**config.mk**
```make
export PLATFORM = sky130hd
export DESIGN_NAME = abcs_sequencer
export DESIGN_NICKNAME = d
export VERILOG_FILES = /design/src/rtl/abcs_pkg.sv /design/src/rtl/abcs_sar_if.sv /design/src/rtl/abcs_sar_core.sv /design/src/rtl/abcs_sequencer.sv
export SDC_FILE = /design/constraint.sdc
export NUM_CORES = 1
export LEC_CHECK = 0
export ABC_CLOCK_PERIOD_IN_PS = 3700
export BUFFER_PORTS_ARGS = -buffer_cell sky130_fd_sc_hd__buf_4
export CELL_PAD_IN_SITES_DETAIL_PLACEMENT = 0
export CELL_PAD_IN_SITES_GLOBAL_PLACEMENT = 1
export CORE_AREA = 2 2 102 104
export DETAILED_ROUTE_END_ITERATION = 12
export DIE_AREA = 0 0 104 106
export PLACE_DENSITY = 0.82
export SYNTH_ARGS = -nofsm -noshare
export SYNTH_HDL_FRONTEND = slang
export SYNTH_HIERARCHICAL = 1
export SYNTH_SLANG_ARGS = --single-unit
export TNS_END_PERCENT = 50
```
**constraint.sdc**
```tcl
create_clock -name clk -period 3.7 [get_ports clk]
set_clock_uncertainty 0.15 [all_clocks]
set_input_delay 0.74 -clock clk [delete_from_list [all_inputs] [get_ports clk]]
set_output_delay 0.74 -clock clk [all_outputs]
set_load 0.02 [all_outputs]
```
**src/rtl/abcs_pkg.sv**
```systemverilog
package abcs_pkg;

    // ==========================================================
    // Timing
    // ==========================================================
    localparam int CLK_PERIOD_NS     = 20;
    localparam int DATA_DELAY_NS     = 500;
    localparam int BLANK_DELAY_NS    = 1300;
    localparam int RESTART_MIN_NS    = 2000;
    localparam int DATA_DELAY_CYC    = DATA_DELAY_NS / CLK_PERIOD_NS;
    localparam int BLANK_DELAY_CYC   = BLANK_DELAY_NS / CLK_PERIOD_NS;
    localparam int RESTART_MIN_CYC   = (RESTART_MIN_NS + CLK_PERIOD_NS - 1) / CLK_PERIOD_NS;
    localparam int CONV_CYC_DEFAULT  = 1250;
    localparam int TIMER_W           = 16;

    // ==========================================================
    // Data
    // ==========================================================
    localparam int RESULT_W          = 10;
    localparam logic [RESULT_W-1:0] RESULT_RESET = 10'h000;

    // ==========================================================
    // States
    // ==========================================================
    typedef enum logic [4:0] {
        ABCS_STANDBY  = 5'h01,
        ABCS_CONVERT  = 5'h02,
        ABCS_HALTED   = 5'h04,
        ABCS_PRESENT  = 5'h08,
        ABCS_BLANKING = 5'h10
    } abcs_state_type;

endpackage

```
**src/rtl/abcs_sar_if.sv**
```systemverilog
`timescale 1ns/10ps
interface abcs_sar_if;
    import abcs_pkg::*;
    logic                start;
    logic                step;
    logic                finished;
    logic [RESULT_W-1:0] result;
    modport ctrl (output start, output step, input finished, input result);
    modport core (input start, input step, output finished, output result);
endinterface

```
**src/rtl/abcs_sar_core.sv**
```systemverilog
`timescale 1ns/10ps
module abcs_sar_core #(
    parameter int RESULT_W_P = 10
) (
    input  wire logic        clk,
    input  wire logic        reset,
    input  wire logic        compare_high,
    abcs_sar_if.core         sar
);
    import abcs_pkg::*;

    // ==========================================================
    // Successive approximation register
    // ==========================================================
    logic [RESULT_W_P-1:0] trial_q;
    logic [RESULT_W_P-1:0] bit_q;
    logic                  busy_q;
    wire  [RESULT_W_P-1:0] keep_bits = compare_high ? trial_q : (trial_q & ~bit_q);
    wire                   last_bit  = bit_q[0];

    always_ff @(posedge clk) begin
        if (reset || sar.start) begin
            trial_q <= {1'b1, {(RESULT_W_P-1){1'b0}}};
            bit_q   <= {1'b1, {(RESULT_W_P-1){1'b0}}};
            busy_q  <= sar.start;
        end else if (busy_q && sar.step) begin
            trial_q <= keep_bits | (bit_q >> 1);
            bit_q   <= bit_q >> 1;
            busy_q  <= !last_bit;
        end
    end

    assign sar.finished = busy_q && sar.step && last_bit;
    assign sar.result   = keep_bits;
endmodule

```
**src/rtl/abcs_sequencer.sv**
```systemverilog
`timescale 1ns/10ps
// Operation
// - Input high in standby keeps outputs floating and done flag released high.
// - Falling input starts conversion; done flag and data hold their states.
// - At completion done goes low, data driven within 500 ns.
// - About 1.3 us after input rises, done releases and data floats.
// - Input raised mid-conversion halts it; outputs stay unchanged.
// - High pulse of 2 us or more mid-conversion clears and restarts.
// - While input stays low after completion, result is presented indefinitely.
// - Done output is open-collector so several may be wired together.
module abcs_sequencer #(
    parameter int CONV_CYC = abcs_pkg::CONV_CYC_DEFAULT
) (
    input  wire logic                           clk,
    input  wire logic                           reset,
    input  wire logic                           blank_convert_n,
    input  wire logic                           compare_high,
    output logic [abcs_pkg::RESULT_W-1:0]       data_out,
    output logic [abcs_pkg::RESULT_W-1:0]       data_oe_n,
    output logic                                conversion_done_n_out,
    output logic                                conversion_done_n_oe_n
);
    import abcs_pkg::*;

    // ==========================================================
    // Control state
    // ==========================================================
    abcs_state_type       state_q;
    abcs_state_type       state_d;
    logic                 bc_q;
    logic [TIMER_W-1:0]   timer_q;
    logic [TIMER_W-1:0]   step_q;
    logic [TIMER_W-1:0]   high_q;
    logic                 done_q;
    logic                 drive_q;
    logic [RESULT_W-1:0]  result_q;

    abcs_sar_if sar ();

    abcs_sar_core #(
        .RESULT_W_P (RESULT_W)
    ) u_core (
        .clk          (clk),
        .reset        (reset),
        .compare_high (compare_high),
        .sar          (sar.core)
    );

    // ==========================================================
    // Timing constants
    // ==========================================================
    // All waits count whole clocks, so every figure lands on a clock edge.
    localparam logic [TIMER_W-1:0] STEP_CYC  = TIMER_W'(CONV_CYC / RESULT_W);
    localparam logic [TIMER_W-1:0] DATA_LAST = TIMER_W'(DATA_DELAY_CYC);
    localparam logic [TIMER_W-1:0] BLANK_LAST = TIMER_W'(BLANK_DELAY_CYC);
    localparam logic [TIMER_W-1:0] RESTART_LAST = TIMER_W'(RESTART_MIN_CYC);

    // ==========================================================
    // Input edges and counters
    // ==========================================================
    wire fall_edge   = bc_q && !blank_convert_n;
    wire rise_edge   = !bc_q && blank_convert_n;
    wire long_high   = high_q >= RESTART_LAST;
    wire step_now    = (step_q == STEP_CYC - TIMER_W'(1));
    // Data is driven two cycles after done falls, well inside the allowed window.
    wire data_due    = (timer_q >= TIMER_W'(1)) && (timer_q < DATA_LAST);
    wire blank_due   = (timer_q >= BLANK_LAST - TIMER_W'(1));

    // ==========================================================
    // Start decoding
    // ==========================================================
    // Stepping stops as soon as the input rises, so a halt never loses a bit.
    wire in_convert  = (state_q == ABCS_CONVERT);
    wire start_idle  = (state_q == ABCS_STANDBY) && fall_edge;
    wire start_long  = (state_q == ABCS_HALTED) && fall_edge && long_high;
    // A fall while blanking is a fresh command and must reload the approximation.
    wire start_blank = (state_q == ABCS_BLANKING) && !blank_convert_n;

    assign sar.step  = step_now && in_convert && !blank_convert_n;
    // A restart after a long pulse reloads the approximation from scratch.
    assign sar.start = start_idle || start_long || start_blank;

    // ==========================================================
    // Next state
    // ==========================================================
    always_comb begin
        state_d = state_q;
        case (state_q)
            ABCS_STANDBY: begin
                if (fall_edge) begin
                    state_d = ABCS_CONVERT;
                end
            end
            ABCS_CONVERT: begin
                if (blank_convert_n) begin
                    state_d = ABCS_HALTED;
                end else if (sar.finished) begin
                    state_d = ABCS_PRESENT;
                end
            end
            ABCS_HALTED: begin
                // A short pulse only resumes; the approximation keeps its progress.
                if (fall_edge) begin
                    state_d = ABCS_CONVERT;
                end
            end
            ABCS_PRESENT: begin
                if (blank_convert_n) begin
                    state_d = ABCS_BLANKING;
                end
            end
            ABCS_BLANKING: begin
                if (!blank_convert_n) begin
                    state_d = ABCS_CONVERT;
                end else if (blank_due) begin
                    state_d = ABCS_STANDBY;
                end
            end
            default: begin
                state_d = ABCS_STANDBY;
            end
        endcase
    end

    // ==========================================================
    // Registers
    // ==========================================================
    always_ff @(posedge clk) begin
        if (reset) begin
            state_q <= ABCS_STANDBY;
        end else begin
            state_q <= state_d;
        end
    end

    // The stored level starts high, so an input already low at release of reset counts as a fall.
    always_ff @(posedge clk) begin
        if (reset) begin
            bc_q <= 1'b1;
        end else begin
            bc_q <= blank_convert_n;
        end
    end

    always_ff @(posedge clk) begin
        if (reset || state_q != state_d) begin
            timer_q <= '0;
        end else if (timer_q != {TIMER_W{1'b1}}) begin
            timer_q <= timer_q + TIMER_W'(1);
        end
    end

    always_ff @(posedge clk) begin
        if (reset || sar.start || step_now) begin
            step_q <= '0;
        end else if (state_q == ABCS_CONVERT) begin
            step_q <= step_q + TIMER_W'(1);
        end
    end

    always_ff @(posedge clk) begin
        if (reset || !blank_convert_n) begin
            high_q <= '0;
        end else if (!long_high) begin
            high_q <= high_q + TIMER_W'(1);
        end
    end

    // ==========================================================
    // Output decoding
    // ==========================================================
    function automatic logic blank_finish(input abcs_state_type st,
                                          input logic           due,
                                          input logic           bc_n);
        return (st == ABCS_BLANKING) && due && bc_n;
    endfunction

    wire done_set    = sar.finished && in_convert;
    wire leave_blank = blank_finish(state_q, blank_due, blank_convert_n);
    wire drive_set   = (state_q == ABCS_PRESENT) && data_due;

    // Set and clear belong to different states, so they never meet in one cycle.
    always_ff @(posedge clk) begin
        if (reset || leave_blank) begin
            done_q <= 1'b0;
        end else if (done_set) begin
            done_q <= 1'b1;
        end
    end

    always_ff @(posedge clk) begin
        if (reset) begin
            result_q <= RESULT_RESET;
        end else if (done_set) begin
            result_q <= sar.result;
        end
    end

    always_ff @(posedge clk) begin
        if (reset || leave_blank) begin
            drive_q <= 1'b0;
        end else if (drive_set) begin
            drive_q <= 1'b1;
        end
    end

    // ==========================================================
    // Pins
    // ==========================================================
    // The done pin only ever pulls low; the pull-up lives outside the chip.
    assign conversion_done_n_out  = 1'b0;
    assign conversion_done_n_oe_n = !done_q;
    assign data_out               = result_q;
    // Every bit shares one enable, so the bus is never half driven.
    generate
        for (genvar g = 0; g < RESULT_W; g++) begin : g_oe
            assign data_oe_n[g] = !drive_q;
        end
    endgenerate
endmodule

```
# Yosys cells after proc, flatten, opt, wreduce, memory -nomap -nowiden
# Index checks and enable logic that the tools add are counted.
[word_totals] word_cells=66 in_bits=4 output_inout_bits=22 regBits=87
[classes] bitwise_logic=3 n_eq_ne=8 magnitude_cmp=4 add_sub_neg=3 mux=10 n_reduce_logical=27
[ops] cell="adder 16 x 1 -> 16 bit, second input constant" count=3
[ops] cell="greater-or-equal comparator 16 x 7 -> 1 bit, second input constant" count=2
[ops] cell="2-to-1 mux 5 bit" count=6
[ops] cell="case mux 5 bit (4 select lines)" count=1
[ops] cell="equality test 16 x 7 -> 1 bit, second input constant" count=1
[ops] cell="greater-or-equal comparator 16 x 1 -> 1 bit, second input constant" count=1
[ops] cell="less-than comparator 16 x 5 -> 1 bit, second input constant" count=1
[ops] cell="!= test 16 bit, second input constant" count=1
[ops] cell="logical AND 1 bit" count=14
[ops] cell="AND 10 bit" count=1
[ops] cell="2-to-1 mux 10 bit" count=1
[ops] cell="NOT 10 bit" count=1
[ops] cell="bitwise OR 10 x 9 -> 10 bit" count=1
[ops] cell="logical OR 1 bit" count=7
[ops] cell="equality test 5 x 1 -> 1 bit, second input constant" count=1
[ops] cell="equality test 5 x 2 -> 1 bit, second input constant" count=1
[ops] cell="equality test 5 x 3 -> 1 bit, second input constant" count=1
[ops] cell="equality test 5 x 4 -> 1 bit, second input constant" count=1
[ops] cell="equality test 5 bit, second input constant" count=1
[ops] cell="!= test 5 bit" count=1
[ops] cell="logical NOT 1 bit" count=4
[ops] cell="2-to-1 mux 1 bit" count=2
[ops] cell="nonzero test 2 bit" count=1
[ops] cell="OR reduction 2 bit" count=1

# Longest topological paths before layout
[depth] word_depth=10 depth_mapped=12 ltp_nobuf=10

# Modules after synthesis
# Netlist, hierarchy kept.
[by_module_without_submodules] module="abcs_sequencer" cells_each=388 seq_area_each_um2=1321.3 area_each_um2=3304.4 instances=1
[by_module_without_submodules] module="abcs_sar_core" cells_each=106 seq_area_each_um2=430.4 area_each_um2=1103.6 instances=1

# Worst setup path after synthesis
# OpenSTA, ideal clock, no wires.
[synth_path] path_type="input -> register" start="input port blank_convert_n" end="register timer_q[10]" setup_ns=0.078 path_stages=10 required_time_ns=3.472 arrival_time_ns=2.619 slack_ns=0.853 n_path_buf=4 cell_sequence="clkbuf_1 -> clkbuf_1 -> nor4_1 -> buf_2 -> and3_1 -> o31ai_1 -> o2111a_1 -> nand4b_4 -> buf_6 -> nor3_1"
[synth_between] elab_chain_len=9 elab_cells_between_ends=13 classes_between="eq/ne (1); mux (6); reduce/logical (6)"
[synth_rtl] item="start: declaration" line="abcs_sequencer.sv:16" rtl="input wire logic blank_convert_n,"
[synth_rtl] item="logical NOT 1 bit" line="abcs_sequencer.sv:79" rtl="assign sar.step = step_now && in_convert && !blank_convert_n;"
[synth_rtl] item="logical AND 1 bit" line="abcs_sequencer.sv:79"
[synth_rtl] item="via sar.step" line="abcs_sar_if.sv:5" rtl="logic step;"
[synth_rtl] item="logical AND 1 bit (2 in a row)" line="abcs_sar_core.sv:33" rtl="assign sar.finished = busy_q && sar.step && last_bit;"
[synth_rtl] item="via sar.finished" line="abcs_sar_if.sv:6" rtl="logic finished;"
[synth_rtl] item="2-to-1 mux 5 bit" line="abcs_sequencer.sv:97" rtl="end else if (sar.finished) begin"
[synth_rtl] item="2-to-1 mux 5 bit" line="abcs_sequencer.sv:95" rtl="if (blank_convert_n) begin"
[synth_rtl] item="case mux 5 bit (4 select lines)" line="abcs_sequencer.sv:88" rtl="case (state_q)"
[synth_rtl] item="!= test 5 bit" line="abcs_sequencer.sv:146" rtl="if (reset || state_q != state_d) begin"
[synth_rtl] item="logical OR 1 bit" line="abcs_sequencer.sv:146"
[synth_rtl] item="end signal: assignment" line="abcs_sequencer.sv:149" rtl="timer_q <= timer_q + TIMER_W'(1);"
[synth_rtl] item="end: declaration" line="abcs_sequencer.sv:31" rtl="logic [TIMER_W-1:0] timer_q;"
# The timed path passes the listed nets, and every way through them passes these cells.
# A chain may end at the register's enable or synchronous reset.

# Worst setup path after layout
[layout_path] start="register step_q[0]" end="register timer_q[11]"
[layout_between] elab_chain_len=10
[layout_rtl] item="start: declaration" line="abcs_sequencer.sv:32" rtl="logic [TIMER_W-1:0] step_q;"
[layout_rtl] item="start signal: assignment" line="abcs_sequencer.sv:157" rtl="step_q <= step_q + TIMER_W'(1);"
[layout_rtl] item="equality test 16 x 7 -> 1 bit" line="abcs_sequencer.sv:64" rtl="wire step_now = (step_q == STEP_CYC - TIMER_W'(1));"
[layout_rtl] item="logical AND 1 bit (2 in a row)" line="abcs_sequencer.sv:79"
[layout_rtl] item="via sar.step" line="abcs_sar_if.sv:5"
[layout_rtl] item="logical AND 1 bit (2 in a row)" line="abcs_sar_core.sv:33"
[layout_rtl] item="via sar.finished" line="abcs_sar_if.sv:6"
[layout_rtl] item="2-to-1 mux 5 bit" line="abcs_sequencer.sv:97"
[layout_rtl] item="2-to-1 mux 5 bit" line="abcs_sequencer.sv:95"
[layout_rtl] item="case mux 5 bit (4 select lines)" line="abcs_sequencer.sv:88"
[layout_rtl] item="!= test 5 bit" line="abcs_sequencer.sv:146"
[layout_rtl] item="logical OR 1 bit" line="abcs_sequencer.sv:146"
# The timed path passes the listed nets, and every way through them passes these cells.

==> metrics.csv <==
stage;metric;value;unit
outcome;status;finished, final reports clean;
drt;route.vias.total;3445;
pwr;total_power;1.75;mW
sta;fmax;0.337;GHz
critical_path;crit_chain;inv_1, ha_1, nor4b_1, nand4_1, nor4_2, and3_1, nand4_1, buf_4, a21oi_1, nand4b_4, nor3_1;
grt;use_met1;20.8;%
clock_network;cts_root_buffer;clkbuf_8;
die;coreArea;0.0100;mm2
sta;setup_viol;0;
grt;grt_pass1_vias;3200;
synthesis;synth_seq_area_share;39.7;%
synthesis;synth.ff_latch_count;87;
critical_path;cp.arrival;3030;ps
grt;grt-busiest-layer;met2;
drt;dr.pass1.iters;4;
drt;ant_nets;0;
sta;tightest_slew;869;ps
synthesis;yosysUniqueCellTypes;61;
clock_network;holdBufCountCts;0;
final_layout;final_cells;630;
sta;slew_violations;0;
clock_network;cts_made_buffers;9;
synthesis;syn_avg_cell_area;8.92;um2
final_layout;final_layout_size_suffix_gt1_share;14.2;%
pwr;pwr_density_cell;371;mW/mm2
sta;tns;0;ps
grt;grt_pass1_wl;14.7;mm
die;die_area;0.0110;mm2
min_path;hp-class;reg2reg;
drt;vias_per_cell;5.47;
sta;fin_crit;2970;ps
synthesis;async_reset_ff_share;0;%
die;fp.dieW;104;um
place;hpwl;5.82;mm
clock_network;cts_tree;done;
sta;finalHoldViolCount;0;
synthesis;ys_top_cells_by_area;dfxtp_1 39%, xor2_1 5.0%, nand3_1 4.3%;
clock_network;cts_buffer_depth;2;
critical_path;path_buf_inv;2;
final_layout;fin_util;47.2;%
drt;drtIter0Drc;151;
critical_path;cpPeakStageDelay;470;ps
synthesis;synth_ff_type;dfxtp_1;
sta;finalCritPeriodShare;80.3;%
critical_path;ff2ff_path_depth;11;
critical_path;crit_fanout;16;
final_layout;n_fill_cell;1018;
clock_network;h-tree-depth;3;
final_layout;antennaDiodeCount;0;
pwr;leakage;1.69;nW
critical_path;startpoint_type;flip-flop;
clock_network;cts_post_setup_buffers_inserted;0;
final_layout;area_growth;7.01;%
synthesis;yosysWarnings;6;
sta;slew_headroom;41.9;%
clock_network;clkTransAtPathRegs;80;ps
clock_network;cts_resized;0;
place;gp_congestion;0.867;
drt;drc_errors;0;
clock_network;cts.sinks;87;
place;io_buffers;24;
grt;grtUsageMet3;3.43;%
pwr;ir_worst_vdd;0.168;mV
synthesis;yosys.area.top_type_share;39.1;%
grt;overflow;0;
synthesis;yosysTopAreaCell;dfxtp_1;
drt;totalWireLength;8.52;mm
die;start_util;44.1;%
synthesis;synth_edf_count;1;
flow_run;drv_cap;0;
grt;antenna_found_initial;0;
grt;grt_max_degree;31;
critical_path;crit_cells;11;
critical_path;cp-end-kind;flip-flop;
critical_path;cp_slowest_cell;and3_1;
critical_path;criticalPathCategory;reg2reg;
min_path;min_path_cells;2;
critical_path;path_delay_family;simple AND/OR/NAND/NOR gates;
critical_path;r2r-start;step_q[0]$_SDFFE_PP0P_;
min_path;min_from;data_out[2]$_SDFFE_PP0P_;
grt;use_met2;26.7;%
clock_network;clock_latency;350;ps
sta;rsz0062_at_grt;false;
place;dp.cells;616;
synthesis;syn_area;0.00441;mm2
critical_path;critPathMostFrequentCell;nand4_1;
sta;hold_slack;309;ps
die;die_h;106;um
grt;track_usage;16.0;%
die;ios;26;
die;rows;37;
drt;wl_per_cell;13.5;um
synthesis;synth_nets;506;
final_layout;nets;503;
critical_path;cp.required;3760;ps
critical_path;cp-startpoint;step_q[0]$_SDFFE_PP0P_;
synthesis;synthCells;494;
==> worst reg2reg max path: stages, from the launching register on <==
cell and delay (ps):
dfxtp_1 340, inv_1 120, ha_1 150, nor4b_1 280
nand4_1 220, nor4_2 280, and3_1 470, nand4_1 140
buf_4 200, a21oi_1 130, nand4b_4 270, nor3_1 100
==> flip-flops by register name (all words and copies together) (netlist names) <==
register,count
data_out,10
u_core/busy_q,1
u_core/trial_q,10
state_q,5
timer_q,16
done_q,1
u_core/bit_q,10
bc_q,1
drive_q,1
step_q,16
high_q,16
==> synthesized netlist by cell type (9+ instances only) <==
cell type / instances
o22ai_2: 9
and4b_1: 9
a21oi_1: 26
or3b_1: 9
xor2_1: 25
buf_4: 11
nor2_1: 35
and2_1: 13
inv_1: 10
nand4_1: 15
and3_1: 11
dfxtp_1: 86
nand2_1: 29
clkbuf_1: 12
buf_2: 14
nor3_1: 15
a21boi_0: 10
o21ai_0: 22
nand3_1: 38
==> cell usage in the layout, fill, tap and decap left out, types with 2 or more instances in the layout <==
cell type / netlist / layout
mux2i_1: 2 / 2
nor2_1: 35 / 35
inv_1: 10 / 10
dfxtp_1: 86 / 86
a211oi_1: 3 / 3
and2_1: 13 / 13
ha_1: 8 / 8
o22ai_2: 9 / 9
o31ai_1: 2 / 2
clkbuf_8: 0 / 10
nor2b_1: 3 / 3
a31oi_1: 2 / 2
or3_1: 3 / 3
nor4b_1: 3 / 3
a21bo_2: 8 / 8
a21oi_1: 26 / 26
xor2_1: 25 / 25
buf_4: 11 / 29
nand3_1: 38 / 38
clkinv_2: 0 / 2
a211o_1: 2 / 2
or3b_1: 9 / 9
xnor2_1: 6 / 6
nor3_1: 15 / 15
nand2_1: 29 / 29
nand2b_1: 6 / 6
a21boi_0: 10 / 10
and4_1: 7 / 7
and4b_1: 9 / 9
nand4_1: 15 / 15
o21ai_0: 22 / 22
nor4_1: 6 / 5
and3_1: 11 / 11
a21bo_1: 2 / 2
==> cell families after synthesis <==
family | Yosys count | share of synthesized area (%)
AOI/OAI and AO/OA | 99 | 16.2
xor gates and xnor gates | 31 | 6.16
adders and majority gates | 8 | 2.27
buffers and inverters | 54 | 6.95
DFF | 87 | 39.7
muxes | 2 | 0.454
other | 1 | 0.0851
and+or+nand+nor | 212 | 28.1
==> layout make-up <==
class | count | area (um2) | share of cell area [%]
multi-input combinational | 353 | 2360 | 49.9
sequential | 87 | 1750 | 37.1
timing repair buffer | 29 | 218 | 4.62
tap | 136 | 170 | 3.61
clock buffer | 11 | 163 | 3.45
inverter | 11 | 41.3 | 0.875
clock inverter | 3 | 17.5 | 0.371
==> metrics by stage <==
| stage | setup WS [ps] | instance area [um2] |
|---|---|---|
| 2_1_floorplan | 853 | 4410 |
| 3_3_place_gp | 838 | 4540 |
| 3_5_place_dp | 724 | 4540 |
| 4_1_cts | 706 | 4720 |
| 5_1_grt | 395 | 4720 |
| 6_report | 729 | 4720 |
==> power by group <==
part           internal, mW  switching, mW  total (mW)
clock                 0.294          0.317       0.611
sequential            0.948         0.0258       0.974
combinational        0.0576          0.108       0.166
total                  1.30          0.451        1.75
==> metal layers <==
metal	vias to the layer above	wire length, um	part of all wire, %
li1	1740	-	-
met1	1635	4170	49
met2	56	3970	47
met3	14	268	3.1
met4	0	119	1.4
met5	-	0	0
==> worst paths after layout <==
check	to	slack [ps]
hold reg to reg	data_out[2]$_SDFFE_PP0P_	310
hold / removal	data_out[2]$_SDFFE_PP0P_	310
setup reg to reg	timer_q[11]$_SDFFE_PP0P_	730
setup / recovery	timer_q[11]$_SDFFE_PP0P_	730
Power figures use the tool's default switching activity.
